File: config.mk
export PLATFORM = sky130hd
export DESIGN_NAME = interval_timer
export DESIGN_NICKNAME = d
export VERILOG_FILES = /design/src/hdl/count_latch.v /design/src/hdl/interval_timer.v
export VERILOG_INCLUDE_DIRS = /design/src /design/src/inc
export SDC_FILE = /design/constraint.sdc
export NUM_CORES = 1
export LEC_CHECK = 0
export ABC_AREA = 1
export ABC_CLOCK_PERIOD_IN_PS = 3600
export BUFFER_PORTS_ARGS = -buffer_cell sky130_fd_sc_hd__buf_2
export CORE_MARGIN = 2
export CORE_UTILIZATION = 50
export DETAILED_ROUTE_END_ITERATION = 8
export HOLD_SLACK_MARGIN = 0.06
export PLACE_DENSITY_LB_ADDON = 0.25
export SLEW_MARGIN = 40
export SYNTH_ARGS = -nofsm -noshare
export SYNTH_HDL_FRONTEND = slang
export SYNTH_SLANG_ARGS = --single-unit
File: constraint.sdc
create_clock -name CLOCK -period 3.6 [get_ports CLOCK]
set_input_delay 0.18 -clock CLOCK [delete_from_list [all_inputs] [get_ports CLOCK]]
set_output_delay 0.18 -clock CLOCK [all_outputs]
set_load 0.1 [all_outputs]
File: src/inc/interval_timer_consts.vh
// Offsets, control fields and encodings of the three channel interval timer
`ifndef INTERVAL_TIMER_CONSTS_VH
`define INTERVAL_TIMER_CONSTS_VH
`define OFS_COUNTER_ZERO_DATA 2'd0
`define OFS_COUNTER_ONE_DATA 2'd1
`define OFS_COUNTER_TWO_DATA 2'd2
`define OFS_TIMER_CONTROL_WORD 2'd3
`define ADDR_WINDOW_BASE 3'h4
`define CTL_SEL_HI 7
`define CTL_SEL_LO 6
`define CTL_FMT_HI 5
`define CTL_FMT_LO 4
`define CTL_CFG_HI 3
`define CTL_CFG_LO 1
`define CTL_BCD_BIT 0
`define SEL_READBACK 2'h3
`define FMT_LATCH 2'h0
`define FMT_HIGH 2'h1
`define FMT_LOW 2'h2
`define FMT_LOW_HIGH 2'h3
`define CFG_TERMINAL 3'h0
`define CFG_ONE_SHOT 3'h1
`define CFG_RATE 3'h2
`define CFG_SQUARE 3'h3
`define CFG_SOFT_STROBE 3'h4
`define CFG_HARD_STROBE 3'h5
`define CTL_RESET_VALUE 6'h00
`define COUNT_RESET_VALUE 16'h0000
`endif

File: src/hdl/count_latch.v
// Sixteen-bit holding latch of one counter with registered read data
`timescale 1ns/100ps
`default_nettype none
module count_latch #(
  parameter WIDTH = 16
) (
  // Clock and control
  input wire clk,
  input wire ce,
  input wire rst_n,
  // Capture and release
  input wire capture,
  input wire release_latch,
  input wire [WIDTH-1:0] live_value,
  // Read side
  output reg [WIDTH-1:0] read_value,
  output reg held
);
  reg [WIDTH-1:0] hold_q;
  always @(posedge clk) begin
    if (!rst_n) begin
      hold_q <= {WIDTH{1'b0}};
      held <= 1'b0;
      read_value <= {WIDTH{1'b0}};
    end else if (ce) begin
      // A second latch command while holding keeps the first snapshot
      if (capture && !held) begin
        hold_q <= live_value;
        held <= 1'b1;
      end else if (release_latch) begin
        held <= 1'b0;
      end
      read_value <= (held && !release_latch) ? hold_q : live_value;
    end
  end
endmodule // count_latch
`default_nettype wire

File: src/hdl/interval_timer.v
// Three channel programmable interval timer with byte register window
`include "interval_timer_consts.vh"
`timescale 1ns/100ps
`default_nettype none
module interval_timer #(
  parameter CHANNELS = 3,
  parameter WIDTH = 16
) (
  // System
  input wire CLOCK,
  input wire RST_N,
  input wire CE,
  // Byte register window
  input wire [2:0] ADDR,
  input wire WR,
  input wire RD,
  input wire [7:0] WDATA,
  output reg [7:0] RDATA,
  // Counter pins, one bit per counter, sampled as synchronous inputs
  input wire [CHANNELS-1:0] CNT_CLK,
  input wire [CHANNELS-1:0] CNT_GATE,
  output wire [CHANNELS-1:0] CNT_OUT
);
  // Decimal-aware decrement by one
  function [WIDTH-1:0] dec1;
    input [WIDTH-1:0] v;
    input bcd;
    integer k;
    reg borrow;
    begin
      dec1 = v;
      borrow = 1'b1;
      if (!bcd) begin
        dec1 = v - {{(WIDTH-1){1'b0}}, 1'b1};
      end else begin
        for (k = 0; k < 4; k = k + 1) begin
          if (borrow) begin
            if (v[k*4 +: 4] == 4'h0) begin
              dec1[k*4 +: 4] = 4'h9;
            end else begin
              dec1[k*4 +: 4] = v[k*4 +: 4] - 4'h1;
              borrow = 1'b0;
            end
          end
        end
      end
    end
  endfunction

  // Window decode, used for reads and writes
  function [2:0] port_of;
    input [2:0] a;
    begin
      port_of = {1'b0, a[1:0]};
      if (a < `ADDR_WINDOW_BASE) begin
        port_of = 3'h4;
      end
    end
  endfunction

  wire [2:0] port = port_of(ADDR);
  wire ctl_wr = WR && (port == {1'b0, `OFS_TIMER_CONTROL_WORD});
  wire [1:0] sel = WDATA[`CTL_SEL_HI:`CTL_SEL_LO];
  wire [1:0] fmt = WDATA[`CTL_FMT_HI:`CTL_FMT_LO];

  wire [WIDTH-1:0] rd_val [0:CHANNELS-1];
  wire [CHANNELS-1:0] rd_flip;
  wire [CHANNELS-1:0] rd_fmt_hi;

  genvar g;
  generate
    for (g = 0; g < CHANNELS; g = g + 1) begin : chan
      reg [1:0] fmt_q;
      reg [2:0] cfg_q;
      reg bcd_q;
      reg [WIDTH-1:0] count_q;
      reg [WIDTH-1:0] preset_q;
      reg [7:0] low_byte_q;
      reg wtog_q;
      reg rtog_q;
      reg out_q;
      reg armed_q;
      reg reload_q;
      reg clk_q;
      reg gate_q;
      reg half_q;
      localparam [2:0] PORT_ID = g;
      wire sel_me = ctl_wr && (sel == PORT_ID[1:0]);
      wire is_latch = sel_me && (fmt == `FMT_LATCH);
      wire is_mode = sel_me && (fmt != `FMT_LATCH);
      wire dat_wr = WR && (port == PORT_ID);
      wire dat_rd = RD && (port == PORT_ID);
      wire [WIDTH-1:0] wval;
      wire load_done;
      wire tick = CNT_CLK[g] && !clk_q;
      wire gate_rise = CNT_GATE[g] && !gate_q;
      wire gate_ok = CNT_GATE[g];
      wire [WIDTH-1:0] nxt = dec1(count_q, bcd_q);
      wire [WIDTH-1:0] nxt2 = dec1(nxt, bcd_q);
      wire at_one = (count_q == {{(WIDTH-1){1'b0}}, 1'b1});
      wire at_two = (count_q == {{(WIDTH-2){1'b0}}, 2'b10});
      wire last_rd = (fmt_q != `FMT_LOW_HIGH) || rtog_q;
      // Load word assembled according to the transfer format
      assign wval = (fmt_q == `FMT_HIGH) ? {WDATA, 8'h00} :
                    (fmt_q == `FMT_LOW) ? {8'h00, WDATA} :
                    {WDATA, low_byte_q};
      assign load_done = dat_wr && ((fmt_q != `FMT_LOW_HIGH) || wtog_q);
      assign rd_flip[g] = rtog_q;
      assign rd_fmt_hi[g] = (fmt_q == `FMT_HIGH);
      count_latch #(.WIDTH(WIDTH)) u_latch (
        .clk(CLOCK),
        .ce(CE),
        .rst_n(RST_N),
        .capture(is_latch),
        .release_latch(dat_rd && last_rd),
        .live_value(count_q),
        .read_value(rd_val[g]),
        .held()
      );
      assign CNT_OUT[g] = out_q;
      always @(posedge CLOCK) begin
        if (!RST_N) begin
          fmt_q <= 2'h3;
          cfg_q <= 3'h0;
          bcd_q <= 1'b0;
          count_q <= `COUNT_RESET_VALUE;
          preset_q <= `COUNT_RESET_VALUE;
          low_byte_q <= 8'h00;
          wtog_q <= 1'b0;
          rtog_q <= 1'b0;
          out_q <= 1'b0;
          armed_q <= 1'b0;
          reload_q <= 1'b0;
          clk_q <= 1'b0;
          gate_q <= 1'b0;
          half_q <= 1'b0;
        end else if (CE) begin
          clk_q <= CNT_CLK[g];
          gate_q <= CNT_GATE[g];
          if (is_mode) begin
            fmt_q <= fmt;
            cfg_q <= WDATA[`CTL_CFG_HI:`CTL_CFG_LO];
            bcd_q <= WDATA[`CTL_BCD_BIT];
            wtog_q <= 1'b0;
            rtog_q <= 1'b0;
            armed_q <= 1'b0;
            reload_q <= 1'b0;
            // Config 0 starts low, the others start high
            out_q <= (WDATA[`CTL_CFG_HI:`CTL_CFG_LO] != `CFG_TERMINAL);
          end else begin
            if (dat_wr && fmt_q == `FMT_LOW_HIGH) begin
              wtog_q <= !wtog_q;
              if (!wtog_q) begin
                low_byte_q <= WDATA;
              end
            end
            if (dat_rd && fmt_q == `FMT_LOW_HIGH) begin
              rtog_q <= !rtog_q;
            end
            if (load_done) begin
              preset_q <= wval;
              case (cfg_q)
                `CFG_TERMINAL, `CFG_SOFT_STROBE: begin
                  count_q <= wval;
                  armed_q <= 1'b1;
                  out_q <= (cfg_q == `CFG_SOFT_STROBE);
                end
                `CFG_RATE, `CFG_SQUARE: begin
                  if (!armed_q) begin
                    reload_q <= 1'b1;
                  end
                  armed_q <= 1'b1;
                end
                default: begin
                  // One-shots keep the running cycle; new count waits
                end
              endcase
            end else if (gate_rise &&
                (cfg_q == `CFG_ONE_SHOT || cfg_q == `CFG_HARD_STROBE)) begin
              count_q <= preset_q;
              armed_q <= 1'b1;
              out_q <= (cfg_q != `CFG_ONE_SHOT);
            end else if (gate_rise &&
                (cfg_q == `CFG_RATE || cfg_q == `CFG_SQUARE)) begin
              reload_q <= 1'b1;
            end else if (tick && reload_q) begin
              count_q <= preset_q;
              reload_q <= 1'b0;
              half_q <= 1'b0;
            end else if (tick) begin
              case (cfg_q)
                `CFG_TERMINAL: begin
                  if (gate_ok) begin
                    count_q <= nxt;
                    if (at_one && armed_q) begin
                      out_q <= 1'b1;
                      armed_q <= 1'b0;
                    end
                  end
                end
                `CFG_ONE_SHOT: begin
                  count_q <= nxt;
                  if (at_one && armed_q) begin
                    out_q <= 1'b1;
                    armed_q <= 1'b0;
                  end
                end
                `CFG_RATE: begin
                  if (!gate_ok) begin
                    out_q <= 1'b1;
                  end else if (armed_q) begin
                    out_q <= !at_two;
                    count_q <= at_one ? preset_q : nxt;
                  end
                end
                `CFG_SQUARE: begin
                  if (!gate_ok) begin
                    out_q <= 1'b1;
                  end else if (armed_q) begin
                    // Odd N: one extra count spent in the high half
                    if (count_q[0] && !half_q && out_q) begin
                      count_q <= nxt;
                      half_q <= 1'b1;
                    end else if (at_two || at_one) begin
                      out_q <= !out_q;
                      count_q <= out_q ? {preset_q[WIDTH-1:1], 1'b0} : preset_q;
                      half_q <= 1'b0;
                    end else begin
                      count_q <= nxt2;
                    end
                  end
                end
                `CFG_SOFT_STROBE, `CFG_HARD_STROBE: begin
                  if (gate_ok || cfg_q == `CFG_HARD_STROBE) begin
                    count_q <= nxt;
                    out_q <= !(at_one && armed_q);
                    if (at_one) begin
                      armed_q <= 1'b0;
                    end
                  end
                end
                default: begin
                  count_q <= count_q;
                end
              endcase
            end
            if (!gate_ok && (cfg_q == `CFG_RATE || cfg_q == `CFG_SQUARE)) begin
              out_q <= 1'b1;
            end
          end
        end
      end
    end
  endgenerate

  // Registered read data; unmapped and control reads return zero
  always @(posedge CLOCK) begin
    if (!RST_N) begin
      RDATA <= 8'h00;
    end else if (CE && RD) begin
      case (port)
        3'h0, 3'h1, 3'h2: begin
          RDATA <= (rd_flip[port[1:0]] || rd_fmt_hi[port[1:0]]) ?
                   rd_val[port[1:0]][15:8] : rd_val[port[1:0]][7:0];
        end
        default: begin
          RDATA <= 8'h00;
        end
      endcase
    end
  end
endmodule // interval_timer
`default_nettype wire

==> results by group, run 1 <==
Status
  – Run status: complete, no violations

Clocking
  – Root buffer cell: clkbuf_16
  – Max Buffers Root-to-Sink: 3
  – Worst skew pair latency: 0.58 ns
  – # H-tree levels: 1
  – Number of buffers added for setup after CTS: 0
  – Clock tree from TritonCTS: yes
  – Clock Pin Slew Worst Setup and Hold Paths: 0.07 ns
  – Number of sinks on the clock net: 269
  – Number of instances resized during post-cts repair: 0
  – CTS buffer count: 30

GRT
  – Initial antenna violation count: 1
  – Vias in the first global route: 20,040
  – Wire length of the first global-routing pass: 107.9 mm
  – Pin count of the biggest net entering global routing: 207
  – Overall overflow remaining after global route: 0
  – Global routing usage summed across all routing layers: 0.3372

STA
  – RSZ-0062 raised after global routing: false
  – Clock period minus final worst setup slack: 3.184 ns
  – Max_slew headroom: 0.4008
  – Slew at the pin closest to its max-slew limit: 0.8989 ns
  – Setup clock skew after layout: 0.03022 ns
  – Highest Clock Rate: 314.1 MHz
  – Slew Viols, Final: 0
  – Final WS setup: 0.4161 ns
  – Final setup violation count: 0
  – Period utilization: 0.8844
  – TNS Setup: 0 ns
  – Hold Fails Final Rpt: 0

Route
  – # DRC: 0
  – DRT Wirelength: 68.25 mm
  – Via-per-instance ratio: 5.956
  – Count of TritonRoute iterations in the first routing pass: 7
  – Average wire per standard cell: 18.39 um
  – Final antenna-violating net count: 0
  – Vias post-DR: 22,100
  – Drt first-iter violations: 2,566

Worst setup path
  – Worst EP required: 4.01 ns
  – CP Launch Type: flip-flop
  – Worst Path Max Fanout: 12
  – Crit path DAT: 3.60 ns
  – Worst setup path class: reg2reg
  – Nature of the critical path endpoint: flip-flop

Yosys
  – Number of register bits inferred by synthesis: 269
  – Number of enable-type register cells in the synthesized netlist: 0
  – Most frequently used flop master after synthesis: dfxtp_1
  – Cell variety after synth: 57
  – Net count after synthesis: 3,218
  – Synthesis warning total: 0
  – Post-synthesis instance total: 3,181
  – Proportion of synthesized chip area in sequential cells: 0.2806
  – Asr flop ratio synth: 0
  – Area of the mapped netlist: 19,190 sq um
  – Mean instance size in the synthesized netlist: 6.034 sq um

Floorplan
  – DIE WIDTH: 199.9 um
  – Core region area: 37,760 sq um
  – Top-level I/O count: 33
  – Site Rows: 71
  – Starting utilization of the core area: 0.5084
  – Area of the die: 39,970 sq um
  – Die height: 199.9 um

Layout
  – Inserted Diodes: 0
  – Net count of the finished layout: 3,218
  – Share of cells above drive strength 1: 0.08156
  – Area added between synthesis and finish: 10.03%

Placement
  – Pre-CTS WS: 0.5217 ns
  – Routability-driven placement congestion ratio: 1.039
  – Number of buffers added on ports: 32
  – HPWL reported at the end of detailed placement: 50.29 mm

Power and ir drop
  – Leakage: 9.600 nW
  – Ratio of total power to cell area: 442.9 nW/um^2
  – Worst vdd ir: 0.4314 mV

Worst hold path
  – Min-Delay Path Class: in2reg

Run
  – Number of max-cap violations: 0
where the power goes:
part	switching, W	total [W]	internal, W
sequential	0.0000945	0.00316	0.00307
clock	0.00129	0.00325	0.00196
combinational	0.00206	0.00294	0.000873
path summary, 6_finish.rpt:
kind / start / cells past startpoint / to / slack (ns)
hold reg to reg: RDATA[7] / 2 / RDATA[7] / 0.46
hold / removal: CNT_GATE[0] / 3 / chan[0].gate_q / 0.08
setup reg to reg: chan[2].count_q[1] / 19 / chan[2].count_q[14] / 0.42
setup / recovery: chan[2].count_q[1] / 19 / chan[2].count_q[14] / 0.42
cells in the final DEF, fill, tap and decap left out, types with 3 or more instances in the layout:
master,Yosys,routed
ha_1,15,15
o22ai_1,16,16
clkinv_2,0,3
clkbuf_16,0,30
a21oi_1,290,290
buf_4,6,65
nor2_4,11,11
a22oi_1,18,18
o21ai_2,4,4
xor2_1,16,16
nand4_1,30,30
o21ai_0,304,304
nor4_1,6,6
clkbuf_8,0,4
inv_2,21,23
o21ai_1,21,20
clkbuf_1,115,5
nand2_2,28,28
dlygate4sd3_1,0,15
a221oi_1,35,35
dfxtp_1,269,269
nor3_2,4,7
o41ai_1,4,4
or2_2,4,4
buf_2,18,30
a211oi_1,11,11
a31oi_1,5,5
nand2_1,837,837
clkinv_1,14,15
bufinv_16,0,5
o211ai_1,119,119
nand3_1,216,216
nand3_2,6,6
inv_1,321,317
nand2_4,5,5
a21oi_2,5,5
nor2_1,311,308
o221ai_1,27,27
nor2_2,15,18
nor3_1,24,21
worst max-delay path: stages, from the launching register on:
cell     delay, ns
dfxtp_1       0.35
inv_1         0.24
ha_1          0.28
nand2_2       0.10
nor2_4        0.21
nand2_1       0.14
nand2_1       0.08
nand3_1       0.07
nand2_1       0.37
inv_1         0.21
nor2_1        0.17
nand4_1       0.10
nand3_1       0.08
nand3_1       0.11
nand2_1       0.11
nand2_1       0.05
nand2_1       0.06
nand2_1       0.05
nand2_1       0.17
a21oi_1       0.09
logic make-up after synthesis:
group / Yosys count / share of synthesized area
AOI/OAI and AO/OA: 877 / 0.2679
DFF: 269 / 0.2806
and+or+nand+nor: 1504 / 0.3337
buffers and inverters: 499 / 0.1003
xor gates and xnor gates: 17 / 0.007757
adders and majority gates: 15 / 0.009778
through the flow:
| step | area [sq um] | power (W) | utilization | hold slack [ns] | instances |
|---|---|---|---|---|---|
| 2_1_floorplan | 19190 | 0.005318 | - | 0.3064 | 3181 |
| 4_1_cts | 21110 | 0.009300 | 0.5591 | 0.07062 | 3711 |
| 6_report | 21120 | 0.009354 | 0.5593 | 0.08452 | 3711 |
| 5_1_grt | 21120 | 0.009828 | 0.5593 | 0.1101 | 3711 |
| 3_3_place_gp | 19920 | 0.006036 | 0.5275 | 0.4456 | 3645 |
| 3_5_place_dp | 19930 | 0.006061 | 0.5279 | 0.4515 | 3645 |
cells in the mapped netlist, drive strengths merged (2+ instances only):
cell / number / share of area
a211oi: 11 / 0.0043
a21oi: 295 / 0.078
a221oi: 35 / 0.016
a22o: 2 / 0.00091
a22oi: 18 / 0.0070
a31oi: 5 / 0.0016
a32oi: 2 / 0.00091
buf: 28 / 0.0082
clkbuf: 115 / 0.022
clkinv: 14 / 0.0027
dfxtp: 269 / 0.28
ha: 15 / 0.0098
inv: 342 / 0.067
nand2: 870 / 0.18
nand3: 222 / 0.059
nand3b: 2 / 0.00078
nand4: 30 / 0.0098
nor2: 338 / 0.073
nor3: 30 / 0.010
nor4: 7 / 0.0031
o211a: 2 / 0.0010
o211ai: 119 / 0.047
o21ai: 329 / 0.087
o221ai: 27 / 0.012
o22ai: 16 / 0.0052
o32ai: 2 / 0.00091
o41ai: 4 / 0.0018
or2: 4 / 0.0013
xor2: 16 / 0.0073
metal layers:
layer	vias up	global-route usage	routed length, um
li1	10720	-	-
met1	10170	0.4486	29280
met2	1035	0.5476	31070
met3	184	0.03931	4777
met5	-	0	0
met4	0	0.1564	3116
timing repair:
item,in CTS,in global routing
setup endpoints to repair,0,0
hold buffers,15,0
hold endpoints to repair,20,0
sequential cells by signal (all words and copies together) (netlist names):
name                     flops
chan.fmt_q                   6
chan.clk_q                   3
chan.count_q                48
chan.u_latch.hold_q         48
chan.bcd_q                   3
chan.reload_q                3
RDATA                        8
chan.low_byte_q             24
chan.u_latch.read_value     48
chan.rtog_q                  3
chan.out_q                   3
chan.half_q                  3
chan.u_latch.held            3
chan.armed_q                 3
chan.cfg_q                   9
chan.gate_q                  3
chan.wtog_q                  3
chan.preset_q               48
area by class of cell:
class / count / area, sq um
multi-input combinational: 2413 / 11920
tap: 511 / 639.4
clock inverter: 12 / 205.2
fill: 3796 / 16640
timing repair buffer: 111 / 808.3
clock buffer: 39 / 824.5
sequential: 269 / 5385
inverter: 356 / 1339
(Power assumes the default switching activity.)
==> run 2: changes to the inputs <==
==> constraint.sdc (replaced) <==
create_clock -name CLOCK -period 3.6 [get_ports CLOCK]
set_input_delay 0.36 -clock CLOCK [delete_from_list [all_inputs] [get_ports CLOCK]]
set_output_delay 0.36 -clock CLOCK [all_outputs]
set_load 0.1 [all_outputs]
==> run 2 against run 1 <==
Compared with the run above: clock power is 3% lower; die area stayed put; clock skew is 0.010 ns lower; cell count is 0.49% lower; critical endpoint is now chan[2].count_q[8]; via count is 0.11% lower; largest power group is now sequential cells; largest cell class unchanged.
==> results by group, run 2 (synthesized netlist as in run 1, its figures left out) <==
Power and ir drop
  – Proportion of total power due to net switching: 0.3837
  – Net switching power of the design: 0.003532 W
  – Clock power share: 0.341
  – Leakage: 9.464 nW
  – Design Power: 0.009207 W
  – Internal power summed over all cells: 0.005674 W
  – Worst vdd ir: 0.4027 mV
  – Part of the power in registers: 0.344
  – Part of the power in combinational logic: 0.315
  – Ratio of total power to cell area: 441.2 nW/um^2

Run
  – Number of max-cap violations: 0

GRT
  – Global routing usage summed across all routing layers: 0.3379
  – Pin count of the biggest net entering global routing: 139
  – Vias in the first global route: 20,130
  – Overall overflow remaining after global route: 0
  – Initial antenna violation count: 1
  – Wire length of the first global-routing pass: 108.1 mm

Status
  – Run status: complete, no violations

Worst setup path
  – Crit path DAT: 3.63 ns
  – Worst setup path class: reg2reg
  – Crit Reg-Reg Startpoint: chan[2].count_q[0]
  – Maximum single-stage delay on the critical path: 0.42 ns
  – Critical path's most frequent cell: nand2_1
  – Worst EP required: 4.07 ns
  – Crit path max-delay family: simple AND/OR/NAND/NOR gates
  – Nature of the critical path endpoint: flip-flop
  – Highest-delay cell along the critical path: dfxtp_1
  – Ordered list of cells on the worst path: inv_2, ha_1, nand3_2, nand3_1, nor3_2, nand3_2, nor2_8, nor2_2, nor2_2, xor2_1, nand2_1, nand2_1, nand2_1, nand2_1, nand2_1, o21ai_1, a21oi_1
  – Worst Path Max Fanout: 11
  – CP Launch Type: flip-flop
  – Cells on worst reg2reg path: 17
  – Reg-to-Reg End: chan[2].count_q[8]
  – Setup slack, reg-to-reg: 0.43 ns
  – Critical path buffers and inverters: 1

Route
  – Count of TritonRoute iterations in the first routing pass: 6
  – Final antenna-violating net count: 0
  – # DRC: 0
  – Vias post-DR: 22,080
  – Average wire per standard cell: 18.52 um
  – DRT Wirelength: 68.38 mm
  – Drt first-iter violations: 2,432
  – Via-per-instance ratio: 5.979

Layout
  – Fillcell total: 3,871
  – Area added between synthesis and finish: 8.709%
  – Commonest non-fill, non-tap cell in the layout: nand2_1
  – Share of cells above drive strength 1: 0.07891
  – Net count of the finished layout: 3,195
  – Most frequent cells in the layout: 837 x nand2_1, 317 x inv_1, 308 x nor2_1

Placement
  – Number of buffers added on ports: 32
  – Routability-driven placement congestion ratio: 1.046
  – HPWL reported at the end of detailed placement: 49.46 mm

Clocking
  – Root buffer cell: clkbuf_16
  – Clock tree from TritonCTS: yes
  – Max Buffers Root-to-Sink: 3
  – # H-tree levels: 1
  – Number of sinks on the clock net: 269
  – Number of buffers added for setup after CTS: 0
  – Worst skew pair latency: 0.60 ns
  – CTS buffer count: 31
  – Clock Pin Slew Worst Setup and Hold Paths: 0.06 ns

STA
  – Max_slew headroom: 0.4669
  – Hold Fails Final Rpt: 0
  – TNS Setup: 0 ns
  – Period utilization: 0.8795
  – Clock period minus final worst setup slack: 3.166 ns
  – Setup clock skew after layout: 0.02022 ns
  – RSZ-0062 raised after global routing: false
  – Final setup violation count: 0
  – Highest Clock Rate: 315.8 MHz
  – Slew Viols, Final: 0
  – Slew at the pin closest to its max-slew limit: 0.7996 ns

Floorplan
  – Site Rows: 71
  – Area of the die: 39,970 sq um
  – Starting utilization of the core area: 0.5084
  – Core region area: 37,760 sq um
  – Top-level I/O count: 33
  – DIE WIDTH: 199.9 um
  – Die height: 199.9 um

Worst hold path
  – Min-Delay Path Class: in2reg
  – Worst min-delay path startpoint: WDATA[5]
  – Number of stages on the worst hold path: 3
  – Endpoint of the worst hold path: chan[2].fmt_q[1]
run 2: cell count changes in the layout (fill, tap and decap cells not counted), moves of 2 or more:
cell and delta:
buf_4 -12, dlygate4sd3_1 -12, bufinv_16 -4, clkbuf_1 +3, clkinv_4 +3, inv_6 +2
run 2: through the flow:
step,utilization,worst slack [ns],instances,hold slack (ns),instance area (sq um)
finish,0.5526,0.4339,3693,0.1406,20870
global route,0.5526,0.1868,3693,0.1393,20870
CTS,0.5523,0.4997,3692,0.1123,20850
detailed placement,0.5252,0.2752,3633,0.4548,19830
global placement,0.5251,0.2853,3633,0.4454,19830
floorplan,-,1.196,3181,0.4303,19190
run 2: per-layer routing:
metal | up-vias | routed length [um] | GRT usage
li1 | 10670 | - | -
met1 | 10170 | 28860 | 0.4482
met2 | 1033 | 30250 | 0.5404
met3 | 207 | 5574 | 0.04116
met4 | 0 | 3699 | 0.1750
met5 | - | 0 | 0
run 2: power by group through the flow:
stage          combinational (W)  clock (W)  sequential, W
2_1_floorplan            0.00211          0        0.00321
3_3_place_gp             0.00278          0        0.00323
3_5_place_dp             0.00281          0        0.00323
4_1_cts                  0.00282    0.00317        0.00317
5_1_grt                  0.00322    0.00327        0.00318
6_report                 0.00290    0.00314        0.00317
run 2: final cells by class:
| type | instances | area [sq um] | share of cell area |
|---|---|---|---|
| Multi-Input combinational cell | 2413 | 11910 | 0.5708 |
| Tap cell | 511 | 639.4 | 0.03064 |
| Clock buffer | 43 | 860.8 | 0.04126 |
| Antenna cell | 1 | 2.502 | 0.0001199 |
| Inverter | 356 | 1338 | 0.06410 |
| Timing Repair Buffer | 87 | 598.1 | 0.02866 |
| Sequential cell | 269 | 5385 | 0.2581 |
| Clock inverter | 13 | 132.6 | 0.006356 |
run 2: timing repair:
| item | 4_1_cts | 5_1_grt |
|---|---|---|
| hold endpoints to repair | 3 | 0 |
| gates resized for setup | 0 | 0 |
| hold buffers | 3 | 0 |
run 2: worst reg2reg max path, cell delays in order, from the launching register on:
cell and delay (ns):
dfxtp_1 0.42, inv_2 0.14, ha_1 0.27, nand3_2 0.16
nand3_1 0.24, nor3_2 0.37, nand3_2 0.24, nor2_8 0.20
nor2_2 0.08, nor2_2 0.17, xor2_1 0.16, nand2_1 0.07
nand2_1 0.08, nand2_1 0.06, nand2_1 0.06, nand2_1 0.05
o21ai_1 0.15, a21oi_1 0.11
run 2: how the worst max path moves through the flow:
stage                       start                  end  slack, ns  depth (start not counted)
6_report       chan[2].count_q[0]   chan[2].count_q[8]       0.43                         17
5_1_grt        chan[0].count_q[0]  chan[0].count_q[12]       0.19                         21
4_1_cts        chan[0].count_q[0]  chan[0].count_q[14]       0.50                         22
3_5_place_dp              ADDR[2]   chan[1].count_q[1]       0.28                         13
3_3_place_gp              ADDR[2]   chan[1].count_q[1]       0.29                         13
2_1_floorplan  chan[0].count_q[0]  chan[0].count_q[12]       1.20                         21
